==> src/pkg/control_drive_strength_cfg_pkg.sv <==
// constants for the memory controller configuration block
package control_drive_strength_cfg_pkg;
  // ****************************************
  // register offsets and reset values
  // ****************************************
  localparam logic [15:0] OFF_CTRL_ONE   = 16'h8400;
  localparam logic [15:0] OFF_CTRL_TWO   = 16'h8404;
  localparam logic [15:0] OFF_BANK_CFG   = 16'h8408;
  localparam logic [15:0] OFF_TIMING_ONE = 16'h840c;
  localparam logic [15:0] OFF_GFX_BASE   = 16'h8414;
  localparam logic [15:0] OFF_DIRTY_IDX  = 16'h8418;
  localparam logic [15:0] OFF_DIRTY_ACC  = 16'h841c;
  localparam logic [31:0] RST_CTRL_ONE   = 32'h248c0040;
  localparam logic [31:0] RST_CTRL_TWO   = 32'h00000801;
  localparam logic [31:0] RST_BANK_CFG   = 32'h41104110;
  localparam logic [31:0] RST_TIMING_ONE = 32'h2a733225;
  localparam logic [31:0] RST_ZERO       = 32'h00000000;
  // ****************************************
  // field positions
  // ****************************************
  localparam int DATA_DRV_LSB   = 30;
  localparam int ADDR_DRV_LSB   = 27;
  localparam int CTRL_DRV_LSB   = 24;
  localparam int RATIO_LSB      = 18;
  localparam int RESTART_BIT    = 17;
  localparam int RFSH_INT_LSB   = 8;
  localparam int RFSH_INT_W     = 9;
  localparam int STAGGER_LSB    = 6;
  localparam int ADDR_SETUP_BIT = 5;
  localparam int TEST_RFSH_BIT  = 4;
  localparam int ROUND_ROBIN_BIT = 3;
  localparam int SYSMGMT_REGION_MAP_BIT    = 2;
  localparam int MODE_PROG_BIT  = 0;
  localparam int CLKCTL_LSB     = 12;
  localparam int CLK_MASK_LSB   = 6;
  localparam int NUM_CLK_OUT    = 5;
  localparam int SHIFT_LSB      = 3;
  localparam int READ_PHASE_BIT = 1;
  localparam int FAST_RD_BIT    = 0;
  localparam int MOD_BANKS_BIT  = 14;
  localparam int COMP_BANKS_BIT = 12;
  localparam int CAS_LAT_LSB    = 28;
  // ****************************************
  // codes and windows
  // ****************************************
  localparam logic [2:0]  RATIO_RSVD   = 3'h0;
  localparam logic [2:0]  SHIFT_RSVD   = 3'h7;
  localparam logic [31:0] SMM_WIN_BASE = 32'h00400000;
  localparam logic [31:0] SMM_WIN_SIZE = 32'h00020000;
  localparam logic [31:0] SMM_PHYS_LO  = 32'h000a0000;
  localparam logic [31:0] SMM_PHYS_HI  = 32'h000bffff;
  typedef enum logic [1:0] {REQ_CPU, REQ_GFX, REQ_DISP_LO} req_src_e;
  typedef enum {RF_IDLE, RF_BANK, RF_GAP} rfsh_state_e;
endpackage

==> src/logic/sdclk_gen.sv <==
// sdram clock enable generator: half-core-clock ratio and phase counter
module sdclk_gen
  import control_drive_strength_cfg_pkg::*;
(
  input  wire logic       clock_i,
  input  wire logic       rstn_i,
  input  wire logic       restart_i,
  input  wire logic [2:0] ratio_i,
  input  wire logic [2:0] shift_i,
  output logic            running_o,
  output logic            sdclk_rise_o,
  output logic [3:0]      half_period_o
);
  // ****************************************
  // half-step accounting
  // ****************************************
  // the clock advances in half core clocks, so the divider counts two half-steps per core clock
  logic [3:0] period_half_q;
  logic [3:0] phase_q;
  logic [3:0] delay_q;
  logic       running_q;

  always_ff @(posedge clock_i or negedge rstn_i) begin
    if (!rstn_i) begin
      period_half_q <= 4'h6;
      delay_q       <= 4'h0;
      phase_q       <= 4'h0;
      running_q     <= 1'b0;
    end else if (restart_i) begin
      // reserved codes fall back to the default ratio / no shift
      period_half_q <= (ratio_i == RATIO_RSVD) ? 4'h6 : {1'b0, ratio_i} + 4'h3;
      delay_q       <= (shift_i == SHIFT_RSVD) ? 4'h0 : {1'b0, shift_i};
      phase_q       <= 4'h0;
      running_q     <= 1'b1;
    end else if (delay_q > 4'h1) begin
      delay_q <= delay_q - 4'h2;
    end else if (delay_q == 4'h1) begin
      delay_q <= 4'h0;
      phase_q <= 4'h1;
    end else if (running_q) begin
      phase_q <= (phase_q + 4'h2 >= period_half_q) ? phase_q + 4'h2 - period_half_q : phase_q + 4'h2;
    end
  end

  assign running_o     = running_q;
  assign sdclk_rise_o  = running_q && delay_q == 4'h0 && phase_q < 4'h2;
  assign half_period_o = period_half_q;
endmodule

==> src/logic/control_drive_strength_cfg.sv <==
// memory controller configuration, refresh, arbitration and mapping logic
// Function
// - two-bit drive strengths, 11 strongest, 00 weakest
// - ratio field divides core clock, 000 reserved
// - new ratio waits for restart rising edge
// - restart 0-to-1 starts clock with new settings
// - interval resets zero; zero disables refresh
// - stagger 0/1/2/4 clocks, one bank at time
// - extended setup drives address one clock early
// - test bit generates a refresh request
// - round robin equal, else processor wins
// - high-priority display always granted first
// - smm window redirected to a0000-bffff
// - mode bit 0-to-1 issues mode register set
// - five active-high clock output mask bits
// - shift in half core clocks, 111 reserved
// - read phase selects one or two clocks
// - fast-read mask blocks fifo bypass
// - module banks bit selects one or two
module control_drive_strength_cfg
  import control_drive_strength_cfg_pkg::*;
#(
  parameter int NUM_BANKS = 2
)
(
  input  wire logic        clock_i,
  input  wire logic        rstn_i,
  input  wire logic        reg_wr_i,
  input  wire logic        reg_rd_i,
  input  wire logic [15:0] reg_addr_i,
  input  wire logic [31:0] reg_wdata_i,
  output logic [31:0]      reg_rdata_o,
  input  wire logic        req_cpu_i,
  input  wire logic        req_gfx_i,
  input  wire logic        req_disp_lo_i,
  input  wire logic        req_disp_hi_i,
  output logic [3:0]       grant_o,
  input  wire logic [31:0] access_addr_i,
  output logic [31:0]      phys_addr_o,
  input  wire logic        cmd_start_i,
  output logic             cs_allow_o,
  input  wire logic        read_bypass_i,
  output logic             read_bypass_ok_o,
  output logic             read_capture_o,
  output logic             rfsh_pending_o,
  output logic [NUM_BANKS-1:0] rfsh_bank_o,
  input  wire logic        rfsh_done_i,
  output logic             mode_set_o,
  output logic [2:0]       cas_latency_o,
  output logic             sdclk_run_o,
  output logic             sdclk_rise_o,
  output logic [NUM_CLK_OUT-1:0] clk_out_en_o,
  output logic [1:0]       data_drive_strength_o,
  output logic [1:0]       address_bank_drive_strength_o,
  output logic [1:0]       control_drive_strength_o,
  output logic [1:0]       memory_clock_drive_strength_o,
  output logic             two_module_banks_o,
  output logic             one_component_bank_o
);
  // ****************************************
  // register file
  // ****************************************
  logic [31:0] ctrl_one_q, ctrl_two_q, bank_cfg_q, timing_q, gfx_q, dirty_idx_q, dirty_acc_q;
  logic        restart_prev_q, mode_prev_q;
  always_ff @(posedge clock_i or negedge rstn_i) begin
    if (!rstn_i) begin
      ctrl_one_q  <= RST_CTRL_ONE;
      ctrl_two_q  <= RST_CTRL_TWO;
      bank_cfg_q  <= RST_BANK_CFG;
      timing_q    <= RST_TIMING_ONE;
      gfx_q       <= RST_ZERO;
      dirty_idx_q <= RST_ZERO;
      dirty_acc_q <= RST_ZERO;
    end else if (reg_wr_i) begin
      unique case (reg_addr_i)
        OFF_CTRL_ONE:   ctrl_one_q  <= reg_wdata_i;
        OFF_CTRL_TWO:   ctrl_two_q  <= reg_wdata_i;
        OFF_BANK_CFG:   bank_cfg_q  <= reg_wdata_i;
        OFF_TIMING_ONE: timing_q    <= reg_wdata_i;
        OFF_GFX_BASE:   gfx_q       <= reg_wdata_i;
        OFF_DIRTY_IDX:  dirty_idx_q <= reg_wdata_i;
        OFF_DIRTY_ACC:  dirty_acc_q <= reg_wdata_i;
        default: ;
      endcase
    end
  end

  always_comb begin
    reg_rdata_o = 32'h00000000;
    if (reg_rd_i) begin
      unique case (reg_addr_i)
        OFF_CTRL_ONE:   reg_rdata_o = ctrl_one_q;
        OFF_CTRL_TWO:   reg_rdata_o = ctrl_two_q;
        OFF_BANK_CFG:   reg_rdata_o = bank_cfg_q;
        OFF_TIMING_ONE: reg_rdata_o = timing_q;
        OFF_GFX_BASE:   reg_rdata_o = gfx_q;
        OFF_DIRTY_IDX:  reg_rdata_o = dirty_idx_q;
        OFF_DIRTY_ACC:  reg_rdata_o = dirty_acc_q;
        default:        reg_rdata_o = 32'h00000000;
      endcase
    end
  end

  // ****************************************
  // static settings
  // ****************************************
  assign data_drive_strength_o         = ctrl_one_q[DATA_DRV_LSB +: 2];
  assign address_bank_drive_strength_o = ctrl_one_q[ADDR_DRV_LSB +: 2];
  assign control_drive_strength_o      = ctrl_one_q[CTRL_DRV_LSB +: 2];
  assign memory_clock_drive_strength_o = ctrl_two_q[CLKCTL_LSB +: 2];
  assign two_module_banks_o            = bank_cfg_q[MOD_BANKS_BIT];
  assign one_component_bank_o          = bank_cfg_q[COMP_BANKS_BIT];
  assign read_bypass_ok_o = read_bypass_i && !ctrl_two_q[FAST_RD_BIT];

  // ****************************************
  // edge triggers
  // ****************************************
  // edges are seen on the stored bit, so a write of 1 over 1 never triggers
  always_ff @(posedge clock_i or negedge rstn_i) begin
    if (!rstn_i) begin
      restart_prev_q <= 1'b0;
      mode_prev_q    <= 1'b0;
    end else begin
      restart_prev_q <= ctrl_one_q[RESTART_BIT];
      mode_prev_q    <= ctrl_one_q[MODE_PROG_BIT];
    end
  end
  logic restart_rise, mode_rise;
  assign restart_rise = ctrl_one_q[RESTART_BIT] && !restart_prev_q;
  assign mode_rise    = ctrl_one_q[MODE_PROG_BIT] && !mode_prev_q;
  logic mode_q;
  logic [2:0] cas_q;
  always_ff @(posedge clock_i or negedge rstn_i) begin
    if (!rstn_i) begin
      mode_q <= 1'b0;
      cas_q  <= 3'h0;
    end else begin
      mode_q <= mode_rise;
      if (mode_rise) cas_q <= timing_q[CAS_LAT_LSB +: 3];
    end
  end
  assign mode_set_o    = mode_q;
  assign cas_latency_o = cas_q;
  // ****************************************
  // sdram clock
  // ****************************************
  logic sd_rise;
  sdclk_gen u_sdclk (
    .clock_i       (clock_i),
    .rstn_i        (rstn_i),
    .restart_i     (restart_rise),
    .ratio_i       (ctrl_one_q[RATIO_LSB +: 3]),
    .shift_i       (ctrl_two_q[SHIFT_LSB +: 3]),
    .running_o     (sdclk_run_o),
    .sdclk_rise_o  (sd_rise),
    .half_period_o ()
  );
  assign sdclk_rise_o = sd_rise;
  genvar gi;
  generate
    for (gi = 0; gi < NUM_CLK_OUT; gi++) begin : g_clk_en
      assign clk_out_en_o[gi] = sdclk_run_o && !ctrl_two_q[CLK_MASK_LSB + gi];
    end
  endgenerate
  // read capture one or two core clocks after the rise
  logic [1:0] rise_dly_q;
  always_ff @(posedge clock_i or negedge rstn_i) begin
    if (!rstn_i) rise_dly_q <= 2'b00;
    else rise_dly_q <= {rise_dly_q[0], sd_rise};
  end
  assign read_capture_o = ctrl_two_q[READ_PHASE_BIT] ? rise_dly_q[1] : rise_dly_q[0];
  // ****************************************
  // address setup
  // ****************************************
  logic setup_q;
  always_ff @(posedge clock_i or negedge rstn_i) begin
    if (!rstn_i) setup_q <= 1'b0;
    else setup_q <= cmd_start_i;
  end
  // chip select held back one clock while the address is already driven
  assign cs_allow_o = ctrl_one_q[ADDR_SETUP_BIT] ? setup_q : cmd_start_i;
  // ****************************************
  // smm mapping
  // ****************************************
  logic in_smm;
  assign in_smm = access_addr_i >= SMM_WIN_BASE && access_addr_i < SMM_WIN_BASE + SMM_WIN_SIZE;
  always_ff @(posedge clock_i or negedge rstn_i) begin
    if (!rstn_i) phys_addr_o <= 32'h00000000;
    else if (ctrl_one_q[SYSMGMT_REGION_MAP_BIT] && in_smm) phys_addr_o <= access_addr_i - SMM_WIN_BASE + SMM_PHYS_LO;
    else phys_addr_o <= access_addr_i;
  end
  // ****************************************
  // arbitration
  // ****************************************
  req_src_e last_q;
  logic [3:0] grant_d;
  always_comb begin
    grant_d = 4'h0;
    if (req_disp_hi_i) grant_d = 4'b1000;
    else if (!ctrl_one_q[ROUND_ROBIN_BIT]) begin
      if (req_cpu_i) grant_d = 4'b0001;
      else if (req_gfx_i) grant_d = 4'b0010;
      else if (req_disp_lo_i) grant_d = 4'b0100;
    end else begin
      unique case (last_q)
        REQ_CPU:     grant_d = req_gfx_i ? 4'b0010 : req_disp_lo_i ? 4'b0100 : req_cpu_i ? 4'b0001 : 4'h0;
        REQ_GFX:     grant_d = req_disp_lo_i ? 4'b0100 : req_cpu_i ? 4'b0001 : req_gfx_i ? 4'b0010 : 4'h0;
        REQ_DISP_LO: grant_d = req_cpu_i ? 4'b0001 : req_gfx_i ? 4'b0010 : req_disp_lo_i ? 4'b0100 : 4'h0;
        default:     grant_d = 4'h0;
      endcase
    end
  end
  always_ff @(posedge clock_i or negedge rstn_i) begin
    if (!rstn_i) last_q <= REQ_DISP_LO;
    else if (grant_d[0]) last_q <= REQ_CPU;
    else if (grant_d[1]) last_q <= REQ_GFX;
    else if (grant_d[2]) last_q <= REQ_DISP_LO;
  end
  assign grant_o = grant_d;
  // ****************************************
  // refresh timer and staggered sequencer
  // ****************************************
  logic [RFSH_INT_W-1:0] interval, timer_q;
  logic test_prev_q, post_req, req_q;
  assign interval = ctrl_one_q[RFSH_INT_LSB +: RFSH_INT_W];
  always_ff @(posedge clock_i or negedge rstn_i) begin
    if (!rstn_i) begin
      timer_q     <= '0;
      test_prev_q <= 1'b0;
    end else begin
      test_prev_q <= ctrl_one_q[TEST_RFSH_BIT];
      if (interval == '0 || timer_q <= 9'h001) timer_q <= interval;
      else timer_q <= timer_q - 9'h001;
    end
  end
  assign post_req = (interval != '0 && timer_q == 9'h001)
                  || (ctrl_one_q[TEST_RFSH_BIT] && !test_prev_q);

  rfsh_state_e st_q;
  logic [NUM_BANKS-1:0] bank_q;
  logic [2:0] gap_q;
  logic [2:0] gap_len;
  always_comb begin
    unique case (ctrl_one_q[STAGGER_LSB +: 2])
      2'b00: gap_len = 3'h0;
      2'b01: gap_len = 3'h1;
      2'b10: gap_len = 3'h2;
      2'b11: gap_len = 3'h4;
    endcase
  end
  always_ff @(posedge clock_i or negedge rstn_i) begin
    if (!rstn_i) begin
      st_q   <= RF_IDLE;
      bank_q <= '0;
      gap_q  <= 3'h0;
      req_q  <= 1'b0;
    end else begin
      // a request arriving mid-sequence is held, never lost
      if (post_req) req_q <= 1'b1;
      unique case (st_q)
        RF_IDLE: if (req_q || post_req) begin
          req_q  <= 1'b0;
          bank_q <= {{(NUM_BANKS-1){1'b0}}, 1'b1};
          st_q   <= RF_BANK;
        end
        RF_BANK: if (rfsh_done_i) begin
          if (bank_q[NUM_BANKS-1]) st_q <= RF_IDLE;
          else begin
            gap_q <= gap_len;
            st_q  <= RF_GAP;
          end
        end
        RF_GAP: if (gap_q == 3'h0) begin
          bank_q <= bank_q << 1;
          st_q   <= RF_BANK;
        end else if (sd_rise) gap_q <= gap_q - 3'h1;
      endcase
    end
  end
  assign rfsh_pending_o = st_q == RF_BANK;
  assign rfsh_bank_o    = st_q == RF_BANK ? bank_q : '0;
endmodule

==> config.mk <==
export PLATFORM = sky130hd
export DESIGN_NAME = control_drive_strength_cfg
export DESIGN_NICKNAME = d
export VERILOG_FILES = /design/src/pkg/control_drive_strength_cfg_pkg.sv /design/src/logic/sdclk_gen.sv /design/src/logic/control_drive_strength_cfg.sv
export SDC_FILE = /design/constraint.sdc
export NUM_CORES = 1
export LEC_CHECK = 0
export BUFFER_PORTS_ARGS = -buffer_cell sky130_fd_sc_hd__buf_4
export CORE_AREA = 2 2 177 179
export CTS_BUF_LIST = sky130_fd_sc_hd__clkbuf_4 sky130_fd_sc_hd__clkbuf_8
export CTS_CLUSTER_DIAMETER = 150
export DETAILED_ROUTE_END_ITERATION = 16
export DIE_AREA = 0 0 179 181
export PLACE_DENSITY_LB_ADDON = 0.08
export SLEW_MARGIN = 0
export SYNTH_ARGS = -nofsm -noshare
export SYNTH_HDL_FRONTEND = slang
export SYNTH_HIERARCHICAL = 1
export SYNTH_SLANG_ARGS = --single-unit
==> constraint.sdc <==
create_clock -name clock_i -period 3.46 [get_ports clock_i]
set_clock_uncertainty 0.15 [all_clocks]
set_input_delay 0.173 -clock clock_i [delete_from_list [all_inputs] [get_ports clock_i]]
set_output_delay 0.173 -clock clock_i [all_outputs]
set_load 0.01 [all_outputs]
==> out/qor.txt <==
status: complete, no violations
# DRC: 0
RSZ-0062 raised after global routing: no
Worst-Margin Slew: 0.826 ns
CTS tree: yes
commonest non-fill, non-tap cells in the layout: dfrtp_1 (267), buf_4 (218), mux2_2 (181), dlygate4sd3_1 (77), a22oi_1 (75)
Yosys top cell by area: dfrtp_1
Worst VDD drop: 0.267 mV
fin crit share: 0.885
setup tns final: 0 ns
Slew headroom: 0.449
Die Ht: 181 um
max_cap viols: 0
worst hold path class: input pin to asynchronous set/reset pin
worst setup path category: input pin to primary output
Crit path largest cell delay: 0.87 ns
critical-path cell list: buf_4 > or4_1 > buf_4 > nor4_4 > buf_4 > a22oi_1 > a31oi_1 > buf_4
Clock Sinks: 298
first-pass GRT wire length: 57.4 mm
Crit Path Max Fanout: 16
core area: 30300 um2
# IOs: 186
crit path capture type: primary output
Synthesis Warnings: 6
GP Congestion: 0.760
area share of the largest cell type after synthesis: 0.493
final worst slack: 0.398 ns
post-CTS sizing: 0
IO buf count: 185
pre-CTS setup slack: 0.378 ns
Netlist cell types: 70
synthesized area: 13500 um2
Area Growth Syn to Fin: 28.2%
Worst Path Arrival: 2.74 ns
CP startpoint kind: input pin
Synth Register Bits: 298
commonest non-fill, non-tap cell in the layout: dfrtp_1
power per cell area: 451 nW/um2
final setup fails: 0
die width: 179 um
CP most frequent cell: buf_4
initial antenna violation count: 0
hpwl dp: 22.4 mm
via-per-instance ratio: 5.49
number of diodes: 0
DR vias: 9366
Die Area: 32400 um2
clk_lat worst skew: 0.58 ns
drt first-iter violations: 653
top cells by area, synth: dfrtp_1 (49%), mux2_2 (15%), mux2_4 (6.8%)
Fin. Hold Viols: 0
predominant post-synthesis flop cell: dfrtp_1
sequential-to-total area share from yosys stat: 0.554
Final min period: 3.06 ns
Synthesized Nets: 1092
share of cells above drive strength 1: 0.468
largest net degree at the start of global routing: 101
Leak: 8.45 nW
Max clock buf depth: 3
GRT overflow: 0
Routed WL: 36.3 mm
fin nets: 1376
Pre-antenna DRT Iters: 5
Root Driver: clkbuf_8
EDFF count, synth: 0
initial cell density of the core: 0.446
FMAX: 327 MHz
count of pins over their slew limit: 0
register clock-pin slew on the reported worst setup and hold paths: 0.05 ns
postcts setup bufs: 0
mean post-synth cell area: 13.7 um2
DR WL/cell: 21.3 um
vias in the first global route: 9784
DRT antenna net count: 0
total power: 0.00783 W
all-layer global routing usage: 0.230
worst path required time: 3.14 ns
post-cts hold buffer count: 77
post-synthesis async set-or-reset flop share: 1.00
Site Rows: 64
# fillers: 2558
Critical-path top delay cell: or4_1
H-tree depth: 2
TritonCTS Buffers: 52
Syn Inst Count: 987
## registers in the layout (all words and copies together) (netlist names), 2 cells and up
name,flops
st_q,2
bank_q,2
timing_q,32
timer_q,9
u_sdclk/phase_q,4
u_sdclk/delay_q,4
phys_addr_o,32
last_q,2
ctrl_one_q,32
cas_latency_o,3
gap_q,3
ctrl_two_q,32
dirty_idx_q,32
dirty_acc_q,32
bank_cfg_q,32
gfx_q,32
u_sdclk/half_period_o,4
rise_dly_q,2
## cells in the mapped netlist, drive strengths merged (5+ instances only)
cell type  instances
dfrtp            267
mux2             248
a22oi             75
buf               46
a31oi             34
dfstp             31
inv               30
clkbuf            27
a21oi             18
nor4              16
a222oi            15
nand2             15
a22o              13
ha                13
nor2              13
nor2b             12
o21ai             11
nand3              9
nor3               9
and2               5
nand2b             5
or4                5
or4b               5
xnor2              5
## worst paths after layout
check	slack, ns	end	start	cells past startpoint
max	0.40	reg_rdata_o[19]	reg_addr_i[9]	8
min	0.08	u_sdclk/phase_q[1]	rstn_i	2
max reg2reg	0.99	last_q[0]	last_q[1]	6
min reg2reg	0.21	rise_dly_q[1]	rise_dly_q[0]	0
max in group asynchronous	2.12	timing_q[29]	rstn_i	3
min in group clock_i	0.09	phys_addr_o[5]	access_addr_i[5]	2
## cells by family (layout without fill, tap and decap cells)
| family | Yosys count | count (layout) | share of synthesized area |
|---|---|---|---|
| simple gates | 116 | 116 | 0.0579 |
| fa+ha+maj | 14 | 14 | 0.0135 |
| compound gates | 195 | 195 | 0.105 |
| buf+inv | 103 | 425 | 0.0380 |
| flops | 298 | 298 | 0.554 |
| xor+xnor | 9 | 9 | 0.00582 |
| mux | 252 | 252 | 0.226 |
## critical path: cells and delay by family
family                 cells  cell delay, ns
buffers and inverters      4            0.91
AO/OA/AOI/OAI              2            0.46
AND/OR/NAND/NOR            2            1.17
## power breakdown
part | switching (W) | internal, W | total, W | leakage, nW
Clock | 0.00143 | 0.00197 | 0.00340 | 0.592
Combinational | 0.000360 | 0.000380 | 0.000740 | 3.92
Sequential | 0.0000940 | 0.00360 | 0.00369 | 3.94
## metal layers
layer,global-route usage,vias up,share of wire
met1,0.322,4827,0.45
li1,-,4264,-
met5,0,-,0
met2,0.372,222,0.49
met4,0.0598,0,0.018
met3,0.0360,53,0.044
## through the flow
step           cell area [um2]  std cells  hold slack (ns)  utilization
6_report                 17400       1705           0.0776        0.572
5_1_grt                  17400       1705           0.0751        0.572
4_1_cts                  17400       1705           0.0619        0.572
3_5_place_dp             15500       1536            0.133        0.510
3_3_place_gp             15500       1536            0.132        0.510
2_1_floorplan            13500        987           -0.273            -
## cell type report
| cell class | count | area (um2) | area share |
|---|---|---|---|
| clock buffer | 88 | 1090 | 0.0629 |
| sequential | 298 | 7500 | 0.432 |
| timing repair buffer | 303 | 2560 | 0.148 |
| clock inverter | 4 | 25.0 | 0.00144 |
| tap | 396 | 495 | 0.0285 |
| inverter | 30 | 113 | 0.00649 |
| multi-input combinational | 586 | 5580 | 0.321 |
No activity file was read; power rests on OpenSTA's default activity.
